==> config.mk <==
export PLATFORM = sky130hd
export DESIGN_NAME = riag_aggregator
export DESIGN_NICKNAME = d
export VERILOG_FILES = /design/src/riag_aggregator.v
export VERILOG_INCLUDE_DIRS = /design/src
export SDC_FILE = /design/constraint.sdc
export NUM_CORES = 1
export LEC_CHECK = 0
export ABC_AREA = 1
export BUFFER_PORTS_ARGS = -buffer_cell sky130_fd_sc_hd__buf_2
export CORE_MARGIN = 3
export CORE_UTILIZATION = 28
export DETAILED_ROUTE_END_ITERATION = 7
export RECOVER_POWER = 50
export SLEW_MARGIN = 20
export SYNTH_ARGS = -nofsm -noshare
export SYNTH_HDL_FRONTEND = slang
export SYNTH_SLANG_ARGS = --single-unit
==> constraint.sdc <==
create_clock -name clock -period 1.21 [get_ports clock]
set_input_delay 0.121 -clock clock [delete_from_list [all_inputs] [get_ports clock]]
set_output_delay 0.121 -clock clock [all_outputs]
set_load 0.02 [all_outputs]
==> src/riag_defs.vh <==
// Constants for the radio interrupt aggregator: register offsets, field
// positions and reset values. Included by the aggregator module and its testbench.
`ifndef RIAG_DEFS_VH
`define RIAG_DEFS_VH

`define RIAG_NUM_SRC 14
`define RIAG_OFF_STATUS 6'h00
`define RIAG_OFF_MASK 6'h04
`define RIAG_OFF_CTRL 6'h08
`define RIAG_OFF_CLEAR 6'h0C
`define RIAG_OFF_ENABLE 6'h10
`define RIAG_MASK_RST 14'h3FFF
`define RIAG_CTRL_GMASK 0
`define RIAG_CTRL_PUSHPULL 1
`define RIAG_CTRL_ABORT 2
`define RIAG_CTRL_RST 3'h1
`define RIAG_SRC_UNLOCK 6
`define RIAG_STATUS_RST 14'h0000
`define RIAG_ENABLE_RST 14'h0000
`define RIAG_CTRL_W 3
`define RIAG_LANE_CTRL 0
`define RIAG_DATA_W 32

`endif

==> src/riag_aggregator.v <==
// Interrupt aggregator of the radio transceiver with a classic Wishbone slave.
// Assumes event inputs come from logic on the same clock; each high cycle sets.
`timescale 1ns/1ps
`include "riag_defs.vh"

// Overview of operation
// Fourteen event inputs each feed their own pending bit.
// Unmasked pending bits are ORed onto one active-low request pin.
// Control bit selects push-pull high drive or open-drain release.
// Each pending bit is readable in the status register.
// A pending source contributes only while its mask bit is zero.
// Global mask bit blocks every request assertion when set.
// Writing one clears a status bit; zero writes and reads leave it.
// Request holds while any pending unmasked source remains and the global mask bit is clear.
// Any subset of sources may be unmasked independently.
// Synthesizer unlock aborts the sequence and sets its status bit.
// An event in the clear cycle keeps the status bit set.
// Reset clears status and sets all masks, so no request.
module riag_aggregator #(
  parameter NSRC = `RIAG_NUM_SRC
) (
  // System
  input wire clock,
  input wire rstn,
  // Wishbone slave
  input wire wb_cyc_i,
  input wire wb_stb_i,
  input wire wb_we_i,
  input wire [5:0] wb_adr_i,
  input wire [3:0] wb_sel_i,
  input wire [31:0] wb_dat_i,
  output reg [31:0] wb_dat_o,
  output reg wb_ack_o,
  // Event sources, one pulse per event
  input wire sequence_done_int,
  input wire transmit_done_int,
  input wire receive_done_int,
  input wire channel_assess_int,
  input wire receive_watermark_int,
  input wire frame_filter_reject_int,
  input wire synth_unlock_int,
  input wire wake_int,
  input wire packet_buffer_error_int,
  input wire cipher_done_int,
  input wire timer_compare_one_int,
  input wire timer_compare_two_int,
  input wire timer_compare_three_int,
  input wire timer_compare_four_int,
  // Sequencer abort on synthesizer unlock
  output reg sequence_abort,
  // Request pin, active low
  output reg irq_n_o,
  output reg irq_n_oe,
  // Status-register interrupt, active high level
  output reg status_irq
);

  // Widths of the bus and of the control field
  localparam DW = `RIAG_DATA_W;
  localparam CW = `RIAG_CTRL_W;
  // Zero padding above the source bits and above the control bits
  localparam PADW = DW - NSRC;
  localparam CPADW = DW - CW;

  // Sticky status bits and their next value
  reg [NSRC-1:0] status_reg;
  wire [NSRC-1:0] status_next;
  // Per-source pin masks, one means masked
  reg [NSRC-1:0] mask_reg;
  reg [NSRC-1:0] mask_next;
  // Per-source enables of the status interrupt, one means enabled
  reg [NSRC-1:0] enable_reg;
  reg [NSRC-1:0] enable_next;
  // Global mask, pin mode and abort enable
  reg [CW-1:0] ctrl_reg;
  reg [CW-1:0] ctrl_next;
  // Read data for the cycle that carries ack
  reg [DW-1:0] rd_data_next;

  // Per-source terms, the clear and gated ones built in the generate loop
  wire [NSRC-1:0] events;
  wire [NSRC-1:0] clear_bits;
  wire [NSRC-1:0] pending_unmasked;
  wire [NSRC-1:0] pending_enabled;
  wire [NSRC-1:0] lane_bits;
  wire [NSRC-1:0] wr_bits;

  // Bus decode
  wire bus_take;
  wire rd_take;
  wire wr_commit;
  wire hit_mask;
  wire hit_ctrl;
  wire hit_clear;
  wire hit_enable;

  // Control fields and request decode
  wire global_block;
  wire pushpull_mode;
  wire abort_enable;
  wire unlock_event;
  wire any_unmasked;
  wire any_enabled;
  wire req_active;

  // Byte-lane select spread over the source bits; upper lanes carry
  // no field, so their select bits are simply dropped
  function [NSRC-1:0] riag_lane_bits;
    input [3:0] sel;
    reg [DW-1:0] lanes;
    begin
      lanes = {{8{sel[3]}}, {8{sel[2]}}, {8{sel[1]}}, {8{sel[0]}}};
      riag_lane_bits = lanes[NSRC-1:0];
    end
  endfunction

  // Address match, shared by every write decode
  function riag_hit;
    input [5:0] adr;
    input [5:0] off;
    begin
      riag_hit = (adr == off);
    end
  endfunction

  // Written bits replace the old ones only on selected lanes
  function [NSRC-1:0] riag_merge;
    input [NSRC-1:0] old_val;
    input [NSRC-1:0] new_val;
    input [NSRC-1:0] lanes;
    begin
      riag_merge = (old_val & ~lanes) | (new_val & lanes);
    end
  endfunction

  // Source order fixes the status bit of each event
  assign events = {
    timer_compare_four_int,
    timer_compare_three_int,
    timer_compare_two_int,
    timer_compare_one_int,
    cipher_done_int,
    packet_buffer_error_int,
    wake_int,
    synth_unlock_int,
    frame_filter_reject_int,
    receive_watermark_int,
    channel_assess_int,
    receive_done_int,
    transmit_done_int,
    sequence_done_int
  };

  // First cycle of an access, before ack is given
  assign bus_take = wb_cyc_i & wb_stb_i & ~wb_ack_o;
  assign rd_take = bus_take & ~wb_we_i;
  // A write lands on the edge where the master samples ack high, so a
  // request abandoned before its ack never changes a register
  assign wr_commit = wb_cyc_i & wb_stb_i & wb_we_i & wb_ack_o;

  // Register selects; the status offset takes no write at all
  assign hit_mask = riag_hit(wb_adr_i, `RIAG_OFF_MASK);
  assign hit_ctrl = riag_hit(wb_adr_i, `RIAG_OFF_CTRL);
  assign hit_clear = riag_hit(wb_adr_i, `RIAG_OFF_CLEAR);
  assign hit_enable = riag_hit(wb_adr_i, `RIAG_OFF_ENABLE);

  // Only the low source bits of the write word and lane mask matter
  assign lane_bits = riag_lane_bits(wb_sel_i);
  assign wr_bits = wb_dat_i[NSRC-1:0];

  // Control fields by name
  assign global_block = ctrl_reg[`RIAG_CTRL_GMASK];
  assign pushpull_mode = ctrl_reg[`RIAG_CTRL_PUSHPULL];
  assign abort_enable = ctrl_reg[`RIAG_CTRL_ABORT];
  assign unlock_event = events[`RIAG_SRC_UNLOCK];

  // One slice per source: clear, next status and the two gated terms
  genvar gi;
  generate
    for (gi = 0; gi < NSRC; gi = gi + 1)
    begin : g_src
      // Clear needs a one written on a selected lane
      assign clear_bits[gi] = wr_commit & hit_clear & wr_bits[gi] & lane_bits[gi];
      // An event in the clear cycle wins, so no event is lost
      assign status_next[gi] = events[gi] | (status_reg[gi] & ~clear_bits[gi]);
      // Counts toward the pin only while its mask bit is zero
      assign pending_unmasked[gi] = status_reg[gi] & ~mask_reg[gi];
      // Status interrupt path, independent of the pin masks
      assign pending_enabled[gi] = status_reg[gi] & enable_reg[gi];
    end
  endgenerate

  // Wide OR of the gated terms; global mask overrides every source at the pin only
  assign any_unmasked = |pending_unmasked;
  assign any_enabled = |pending_enabled;
  assign req_active = any_unmasked & ~global_block;

  // Next values of the writable registers
  always @*
  begin
    mask_next = mask_reg;
    enable_next = enable_reg;
    ctrl_next = ctrl_reg;
    if (wr_commit && hit_mask)
    begin
      mask_next = riag_merge(mask_reg, wr_bits, lane_bits);
    end
    if (wr_commit && hit_enable)
    begin
      enable_next = riag_merge(enable_reg, wr_bits, lane_bits);
    end
    // Control lives in the lowest lane only
    if (wr_commit && hit_ctrl && wb_sel_i[`RIAG_LANE_CTRL])
    begin
      ctrl_next = wb_dat_i[CW-1:0];
    end
  end

  // Status bits; reads never reach this register
  always @(posedge clock or negedge rstn)
  begin
    if (!rstn)
    begin
      status_reg <= `RIAG_STATUS_RST;
    end
    else
    begin
      status_reg <= status_next;
    end
  end

  // Masks come out of reset all set, so no request before setup
  always @(posedge clock or negedge rstn)
  begin
    if (!rstn)
    begin
      mask_reg <= `RIAG_MASK_RST;
    end
    else
    begin
      mask_reg <= mask_next;
    end
  end

  // Status interrupt enables
  always @(posedge clock or negedge rstn)
  begin
    if (!rstn)
    begin
      enable_reg <= `RIAG_ENABLE_RST;
    end
    else
    begin
      enable_reg <= enable_next;
    end
  end

  // Control starts with the global mask set and an open-drain pin
  always @(posedge clock or negedge rstn)
  begin
    if (!rstn)
    begin
      ctrl_reg <= `RIAG_CTRL_RST;
    end
    else
    begin
      ctrl_reg <= ctrl_next;
    end
  end

  // Request level; registered so decode glitches never reach the pin
  always @(posedge clock or negedge rstn)
  begin
    if (!rstn)
    begin
      irq_n_o <= 1'b1;
    end
    else
    begin
      irq_n_o <= ~req_active;
    end
  end

  // Open-drain drives only the low level, push-pull drives both;
  // released at reset so a shared line is not pulled down
  always @(posedge clock or negedge rstn)
  begin
    if (!rstn)
    begin
      irq_n_oe <= 1'b0;
    end
    else
    begin
      irq_n_oe <= req_active | pushpull_mode;
    end
  end

  // Level output for the status-register interrupt
  always @(posedge clock or negedge rstn)
  begin
    if (!rstn)
    begin
      status_irq <= 1'b0;
    end
    else
    begin
      status_irq <= any_enabled;
    end
  end

  // Abort pulse one cycle after the unlock event; software may
  // turn it off when the sequencer handles unlock itself
  always @(posedge clock or negedge rstn)
  begin
    if (!rstn)
    begin
      sequence_abort <= 1'b0;
    end
    else
    begin
      sequence_abort <= unlock_event & abort_enable;
    end
  end

  // Read data picked while the access is taken; zero when idle so an
  // OR of several slaves on the bus stays clean
  always @*
  begin
    rd_data_next = {DW{1'b0}};
    if (rd_take)
    begin
      case (wb_adr_i)
        `RIAG_OFF_STATUS: rd_data_next = {{PADW{1'b0}}, status_reg};
        `RIAG_OFF_MASK: rd_data_next = {{PADW{1'b0}}, mask_reg};
        `RIAG_OFF_CTRL: rd_data_next = {{CPADW{1'b0}}, ctrl_reg};
        `RIAG_OFF_ENABLE: rd_data_next = {{PADW{1'b0}}, enable_reg};
        default: rd_data_next = {DW{1'b0}};
      endcase
    end
  end

  // One-cycle ack for every access, mapped or not
  always @(posedge clock or negedge rstn)
  begin
    if (!rstn)
    begin
      wb_ack_o <= 1'b0;
    end
    else
    begin
      wb_ack_o <= bus_take;
    end
  end

  // Read data stands only in the ack cycle
  always @(posedge clock or negedge rstn)
  begin
    if (!rstn)
    begin
      wb_dat_o <= {DW{1'b0}};
    end
    else
    begin
      wb_dat_o <= rd_data_next;
    end
  end
endmodule // riag_aggregator

# Word-level counts from Yosys, hierarchy flattened
# Index checks and enable logic that the tools add are counted.
totals:
  reg_bits: 82
  output_inout_bits: 37
  wordCells: 154
op_classes:
  n_eq_ne: 4
  n_mux: 2
  bitwise_logic: 131
  n_reduce_logical: 7
ops:
  columns: ["cell", "n"]
  rows:
  - ["$and A1 B1 Y1", 78]
  - ["$pmux W14 S4", 1]
  - ["$and A14 B14 Y14", 3]
  - ["$mux W32", 1]
  - ["$not A1 Y1", 32]
  - ["$or A14 B14 Y14", 2]
  - ["$reduce_or A14 Y1", 2]
  - ["$or A1 B1 Y1", 15]
  - ["$not A14 Y14", 1]
  - ["$eq A6 B4 Y1 const B", 2]
  - ["$eq A6 B3 Y1 const B", 1]
  - ["$eq A6 B5 Y1 const B", 1]
  - ["$logic_not A6 Y1", 1]
  - ["$logic_and A1 B1 Y1", 4]

# Longest topological paths before layout
# Gate-level depths: netlist of run 1.
depth:
  word_depth: 9
  mapped_depth: 9
  ltp_nobuf: 8

# Worst setup path before layout of run 1
# No wires, ideal clock.
synth_timing:
  kind: "flip-flop to flip-flop"
  from: "register wb_ack_o"
  to: "register (tool-made name)"
  arrival_ns: 1.269
  t_required_ns: 1.092
  setup_slack_ns: -0.177
  stages_incl_launch_ff: 8
  period_less_slack_ns: 1.387
  cell_sequence: "dfrtp_1 -> nand4_4 -> nor2_4 -> buf_6 -> nand2_4 -> buf_6 -> nand2_1 -> o21ai_2"
synth_lines:
  columns: ["item", "line_no", "text"]
  rows:
  - ["from (decl)", "riag_aggregator.v:33", "output reg wb_ack_o,"]
  - ["from (signal assigned)", "riag_aggregator.v:351", "wb_ack_o <= bus_take;"]

==> impl_metrics.tcl, run 1 <==
set metrics [dict create \
    cp_cell_sequence "inv_1 > nand2_1 > nand2_1 > nor2_2 > nand2_1 > o21ai_2 > nand2_1" \
    synth_compound_area_share_pct 9.364 \
    cts.sinks 64 \
    tightest_slew_ns 0.8296 \
    start_kind "flip-flop" \
    slowest_stage "dfstp_2" \
    core_sq_mm 0.01166 \
    r2r_end "irq_n_oe" \
    ys_warn_count 0 \
    dieArea_sq_mm 0.01358 \
    h-tree-depth 3 \
    setup_slack_ns -0.005834 \
    via_per_inst 4.405 \
    finalSetupViolCount 2 \
    worstHoldStart "synth_unlock_int" \
    overflow 0 \
    seq_area_frac_synth_pct 47.40 \
    rows 39 \
    cts.clk_slew.worst_paths_ns 0.06 \
    final_cell_area_sq_mm 0.004743 \
    antenna_found_initial 0 \
    regToRegSetupSlack_ns -0.006 \
    rsz0062_at_grt "true" \
    hold_depth 3 \
    postPlaceCellArea_sq_mm 0.004085 \
    gp_congestion 0.8629 \
    max_stage_delay_ns 0.53 \
    cts_buffers 9 \
    area_growth_pct 38.66 \
    grt_pass1_vias 2996 \
    drtIter0Drc 165 \
    totalPowerFinal_mw 5.217 \
    synthCells 419 \
    hold_violations 0 \
    grt_pass1_wl_um 14610 \
    layout_min_cycle_time_ns 1.216 \
    hold_path.class "in2reg" \
    numPortBuffers 59 \
    layout-drive-gt1-share_pct 39.56 \
    status "finished with violations" \
    vias 3013 \
    grt_max_degree 65 \
    violations "setup timing" \
    report.final.slew_viol_count 0 \
    drtAntennaViolNets 0 \
    muxShareOfSynthArea_pct 0 \
    critPathKind "reg2reg" \
    synth_seq_cells 64 \
    syn_area_sq_mm 0.003421 \
    min_period_over_period_pct 100.5 \
    synthAdderAreaFrac_pct 0 \
    hold_ws_ns 0.009291 \
    cts_tree "yes" \
    cts-root-buf "clkbuf_16" \
    hold_end "sequence_abort" \
    ios 98 \
    synth-xor-area-share_pct 0 \
    peakVddDrop_mv 0.5880 \
    die_h_um 116.5 \
    synth_top_family_by_area "simple AND/OR/NAND/NOR gates" \
    initial_core_util_pct 29.33 \
    drc 0 \
    reg2reg_depth 7 \
    cp_data_arrival_time_ns 1.44 \
    finalNonFillerCells 684 \
    ys_types 28 \
    fin_skew_ns 0.006489 \
    place_hpwl_um 6652 \
    wl_um 8798 \
    syn-mean-instance-area_sq_um 8.164 \
    cp_common_cell "nand2_1" \
    max_slew_margin_pct 44.69 \
    nNetsFinal 597 \
    dp_cells 650 \
    synthSimpleGateAreaFrac_pct 29.85 \
    power.leakage_nw 2.492 \
    dr.pass1.iters 4 \
    wl_per_cell_um 12.86 \
    cts.path.max_buffers 2 \
    drv_cap 0 \
    antennaDiodeCount 0 \
    fmax_mhz 822.5 \
    insertion_delay_ns 0.33 \
    power.density_mw_per_mm2 1100 \
    crit_required_ns 1.43 \
    cp_max_fo 2 \
    end_kind "flip-flop" \
    grt_usage_pct 14.04 \
    utilization_pct 40.67 \
    die_w_um 116.5 \
]
[cell families (layout without fill, tap and decap cells)]
logic type,count (synthesis),count (layout)
flops,64,64
simple gates,221,221
buf+inv,91,196
other cells,1,18
compound gates,42,42
[layer usage]
| metal | vias to the layer above | routed length (um) | global-route usage (%) | part of all wire (%) |
|---|---|---|---|---|
| li1 | 1509 | - | - | - |
| met1 | 1401 | 4103 | 19.14 | 47 |
| met2 | 91 | 3954 | 21.17 | 45 |
| met3 | 12 | 563 | 3.368 | 6.4 |
| met4 | 0 | 176 | 6.269 | 2.0 |
| met5 | - | 0 | 0 | 0 |
[where the power goes]
group	internal, mW	total (mW)	switching [mW]	leakage, nW
logic	0.146	0.420	0.274	1.59
clock network	1.70	2.63	0.931	0.148
registers	2.16	2.17	0.00917	0.755
total	4.00	5.22	1.21	2.49
[synthesized netlist by cell type, drive strengths merged]
| cell | count | area share, % |
|---|---|---|
| nand3 | 45 | 6.9 |
| a211oi | 1 | 0.22 |
| inv | 61 | 6.8 |
| dfrtp | 48 | 35 |
| conb | 1 | 0.11 |
| buf | 29 | 6.3 |
| o21bai | 1 | 0.22 |
| dfstp | 16 | 12 |
| clkbuf | 1 | 0.11 |
| a22o | 4 | 1.0 |
| nor2 | 30 | 4.4 |
| o21ai | 35 | 7.6 |
| nor3 | 1 | 0.48 |
| nand2 | 133 | 15 |
| a21oi | 1 | 0.26 |
| nand4 | 12 | 2.6 |
[cell type report]
cell class	count	area, sq um
Tap cell	143	178.9
Clock inverter	5	55.05
Inverter	61	236.5
Multi-Input combinational cell	281	1556
Fill cell	1139	6919
Sequential cell	64	1623
Clock buffer	11	252.7
Timing Repair Buffer	119	840.8
[worst max-delay path by stage]
stage                         start  slack, ns             to  cells past startpoint
final                     flip-flop     -0.006       irq_n_oe                      7
after global placement     wb_ack_o      -0.16   wb_dat_o[13]                      6
after CTS                  wb_ack_o      -0.03   wb_dat_o[13]                      6
after detailed placement   wb_ack_o      -0.16   wb_dat_o[13]                      6
after floorplan            wb_ack_o      -0.10      flip-flop                      7
after global routing       wb_ack_o       -0.1  status_reg[2]                      7
[worst max-delay path: cells and delay by family (launching register included)]
kind	cells	cell delay, ns
buf+inv	1	0.05
simple gates	5	0.38
flops	1	0.53
compound gates	1	0.15
[placed cells by master, fill, tap and decap left out, types with 4 or more instances in the layout]
cell,netlist,layout
a22o_1,4,4
o21ai_2,23,27
clkbuf_16,0,9
dlygate4sd3_1,0,14
nand3_2,2,4
nor2_4,5,7
inv_1,54,51
o21ai_1,1,6
inv_2,5,7
dfrtp_1,48,47
buf_2,5,59
nand2_1,127,111
nand2_2,3,16
nand4_1,11,11
dfstp_2,16,16
nand3_1,43,39
nor2_1,25,22
nand2_4,3,4
buf_6,4,4
conb_1,1,18
buf_4,19,38
[stage by stage]
step | setup WS (ns) | TNS [ns]
finish | -0.005834 | -0.008164
global route | -0.09705 | -1.969
CTS | -0.03353 | -0.09334
detailed placement | -0.1590 | -1.950
global placement | -0.1620 | -1.687
floorplan | -0.1028 | -0.7868
[repair_timing]
action,CTS,global route
resized for setup,10,44
buffers inserted,4,1
endpoints found under the hold margin,61,0
endpoints found under the setup margin,40,50
pin swaps,2,15
hold buffers,14,0
Note: power is estimated with default switching activity, not from simulation.
==> inputs of run 2 (changes only) <==
Settings changed: CTS_BUF_LIST set to sky130_fd_sc_hd__clkbuf_2, REMOVE_ABC_BUFFERS set to 1.
==> run 2 against run 1 <==
The run still ends with setup timing left. Maximum frequency decreased by 9.6%. Clock skew grew 0.023 ns. Setup slack got worse by 0.13 ns. First-iteration DRC count increased by 18%. Sequential cell count did not move. Clock power down 43%. Total power fell by 20%. Critical endpoint is now irq_n_o.
==> impl_metrics.tcl, run 2 (synthesized netlist as in run 1, its figures left out) <==
set metrics [dict create \
    ios 98 \
    grt_usage_pct 15.46 \
    critPathKind "reg2out" \
    antennaDiodeCount 0 \
    rows 39 \
    layout_common_cells "104 x nand2_1, 47 x dfrtp_1, 46 x inv_1, 45 x buf_4, 39 x buf_2" \
    tightest_slew_ns 0.6766 \
    cts_tree "yes" \
    vias 3230 \
    crit_required_ns 1.09 \
    min_period_over_period_pct 111.1 \
    hold_violations 0 \
    layout-drive-gt1-share_pct 44.02 \
    cts.sinks 64 \
    layout_min_cycle_time_ns 1.344 \
    violations "setup timing" \
    die_w_um 116.5 \
    peakVddDrop_mv 0.4471 \
    slowest_stage "dfstp_2" \
    drtAntennaViolNets 0 \
    numPortBuffers 59 \
    via_per_inst 4.486 \
    nNetsFinal 633 \
    max_slew_margin_pct 54.89 \
    met2_length_um 4895 \
    multi_input_area_sq_mm 0.001762 \
    h-tree-depth 3 \
    dieArea_sq_mm 0.01358 \
    critPathBufInv 1 \
    grt_pass1_vias 3343 \
    status "finished with violations" \
    cp_data_arrival_time_ns 1.22 \
    initial_core_util_pct 29.33 \
    finalSetupViolCount 32 \
    mostFrequentLayoutCell "nand2_1" \
    fillCellCount 1117 \
    end_kind "output port" \
    start_kind "flip-flop" \
    finalNonFillerCells 720 \
    grt_max_degree 47 \
    hold_path.class "in2reg" \
    place_hpwl_um 6703 \
    core_sq_mm 0.01166 \
    met3_wirelength_um 526 \
    cp_max_fo 1 \
    grt_pass1_wl_um 16240 \
    drtIter0Drc 195 \
    dr.max_layer_used "met4" \
    report.final.slew_viol_count 0 \
    rsz0062_at_grt "true" \
    cts-root-buf "clkbuf_2" \
    dr.pass1.iters 5 \
    drv_cap 0 \
    cp_top_family "flip-flops" \
    die_h_um 116.5 \
    setup_slack_ns -0.1344 \
    overflow 0 \
    area_growth_pct 53.04 \
    fin_skew_ns 0.02980 \
    final.setup.tns_ns -1.239 \
    cp_cell_sequence "buf_6" \
    seq_area_sq_mm 0.001623 \
    power.density_mw_per_mm2 796.5 \
    power.leakage_nw 2.632 \
    wl_per_cell_um 13.72 \
    fmax_mhz 743.8 \
    wl_um 9875 \
    dp_cells 659 \
    cts_buffers 9 \
    cts.path.max_buffers 2 \
    max_stage_delay_ns 0.60 \
    insertion_delay_ns 0.53 \
    cts.clk_slew.worst_paths_ns 0.18 \
    antenna_found_initial 0 \
    drc 0 \
    wl_met1_um 4393 \
    gp_congestion 0.8588 \
]
==> run 2: cell type report <==
class,instances,area share [%]
multi-input cells,283,33.65
flip-flops and latches,64,31.00
repair buffers,153,24.67
inverters,61,4.756
well taps,143,3.418
clock inverters,7,1.649
clock buffers,9,0.8604
==> run 2: metrics by stage <==
step	total power [mW]	setup WS [ns]	cell area, sq um	hold WS, ns	utilization (%)
after floorplan	2.361	-0.2777	3264	-0.1746	-
after global placement	2.578	-0.1193	4159	0.009217	35.66
after detailed placement	2.582	-0.1471	4159	0.01120	35.66
after CTS	4.200	-0.1776	5054	0.05355	43.33
after global routing	4.366	-0.1998	5235	0.07528	44.89
final	4.170	-0.1344	5235	0.1011	44.89
==> run 2: power breakdown <==
part	leakage, nW	switching, mW	internal, mW
registers	0.755	0.0116	2.16
clock network	0.0807	0.831	0.668
logic	1.80	0.298	0.202
==> run 2: final timing paths <==
path | endpoint | depth (start not counted) | slack [ns] | startpoint
worst min-delay path | flip-flop | 6 | 0.10 | wb_adr_i[3]
max in group asynchronous | wb_ack_o | 3 | 0.18 | rstn
min in group asynchronous | async pin | 2 | 0.25 | rstn
worst min register to register | flip-flop | 2 | 0.48 | flip-flop
worst max register to register | flip-flop | 7 | -0.11 | wb_ack_o
worst max-delay path | irq_n_o | 1 | -0.13 | irq_n_o
==> run 2: repair_timing <==
item | in CTS | in global routing
buffers inserted | 7 | 4
cloned | 3 | 0
hold buffers | 34 | 0
resized for setup | 91 | 62
hold endpoints to repair | 102 | 0
pin swaps | 31 | 30
setup endpoints to repair | 74 | 79
==> run 2: per-layer routing <==
metal / track usage [%] / vias to the layer above
li1: - / 1596
met2: 25.32 / 97
met1: 20.55 / 1532
met3: 3.679 / 5
met4: 4.205 / 0
met5: 0 / -
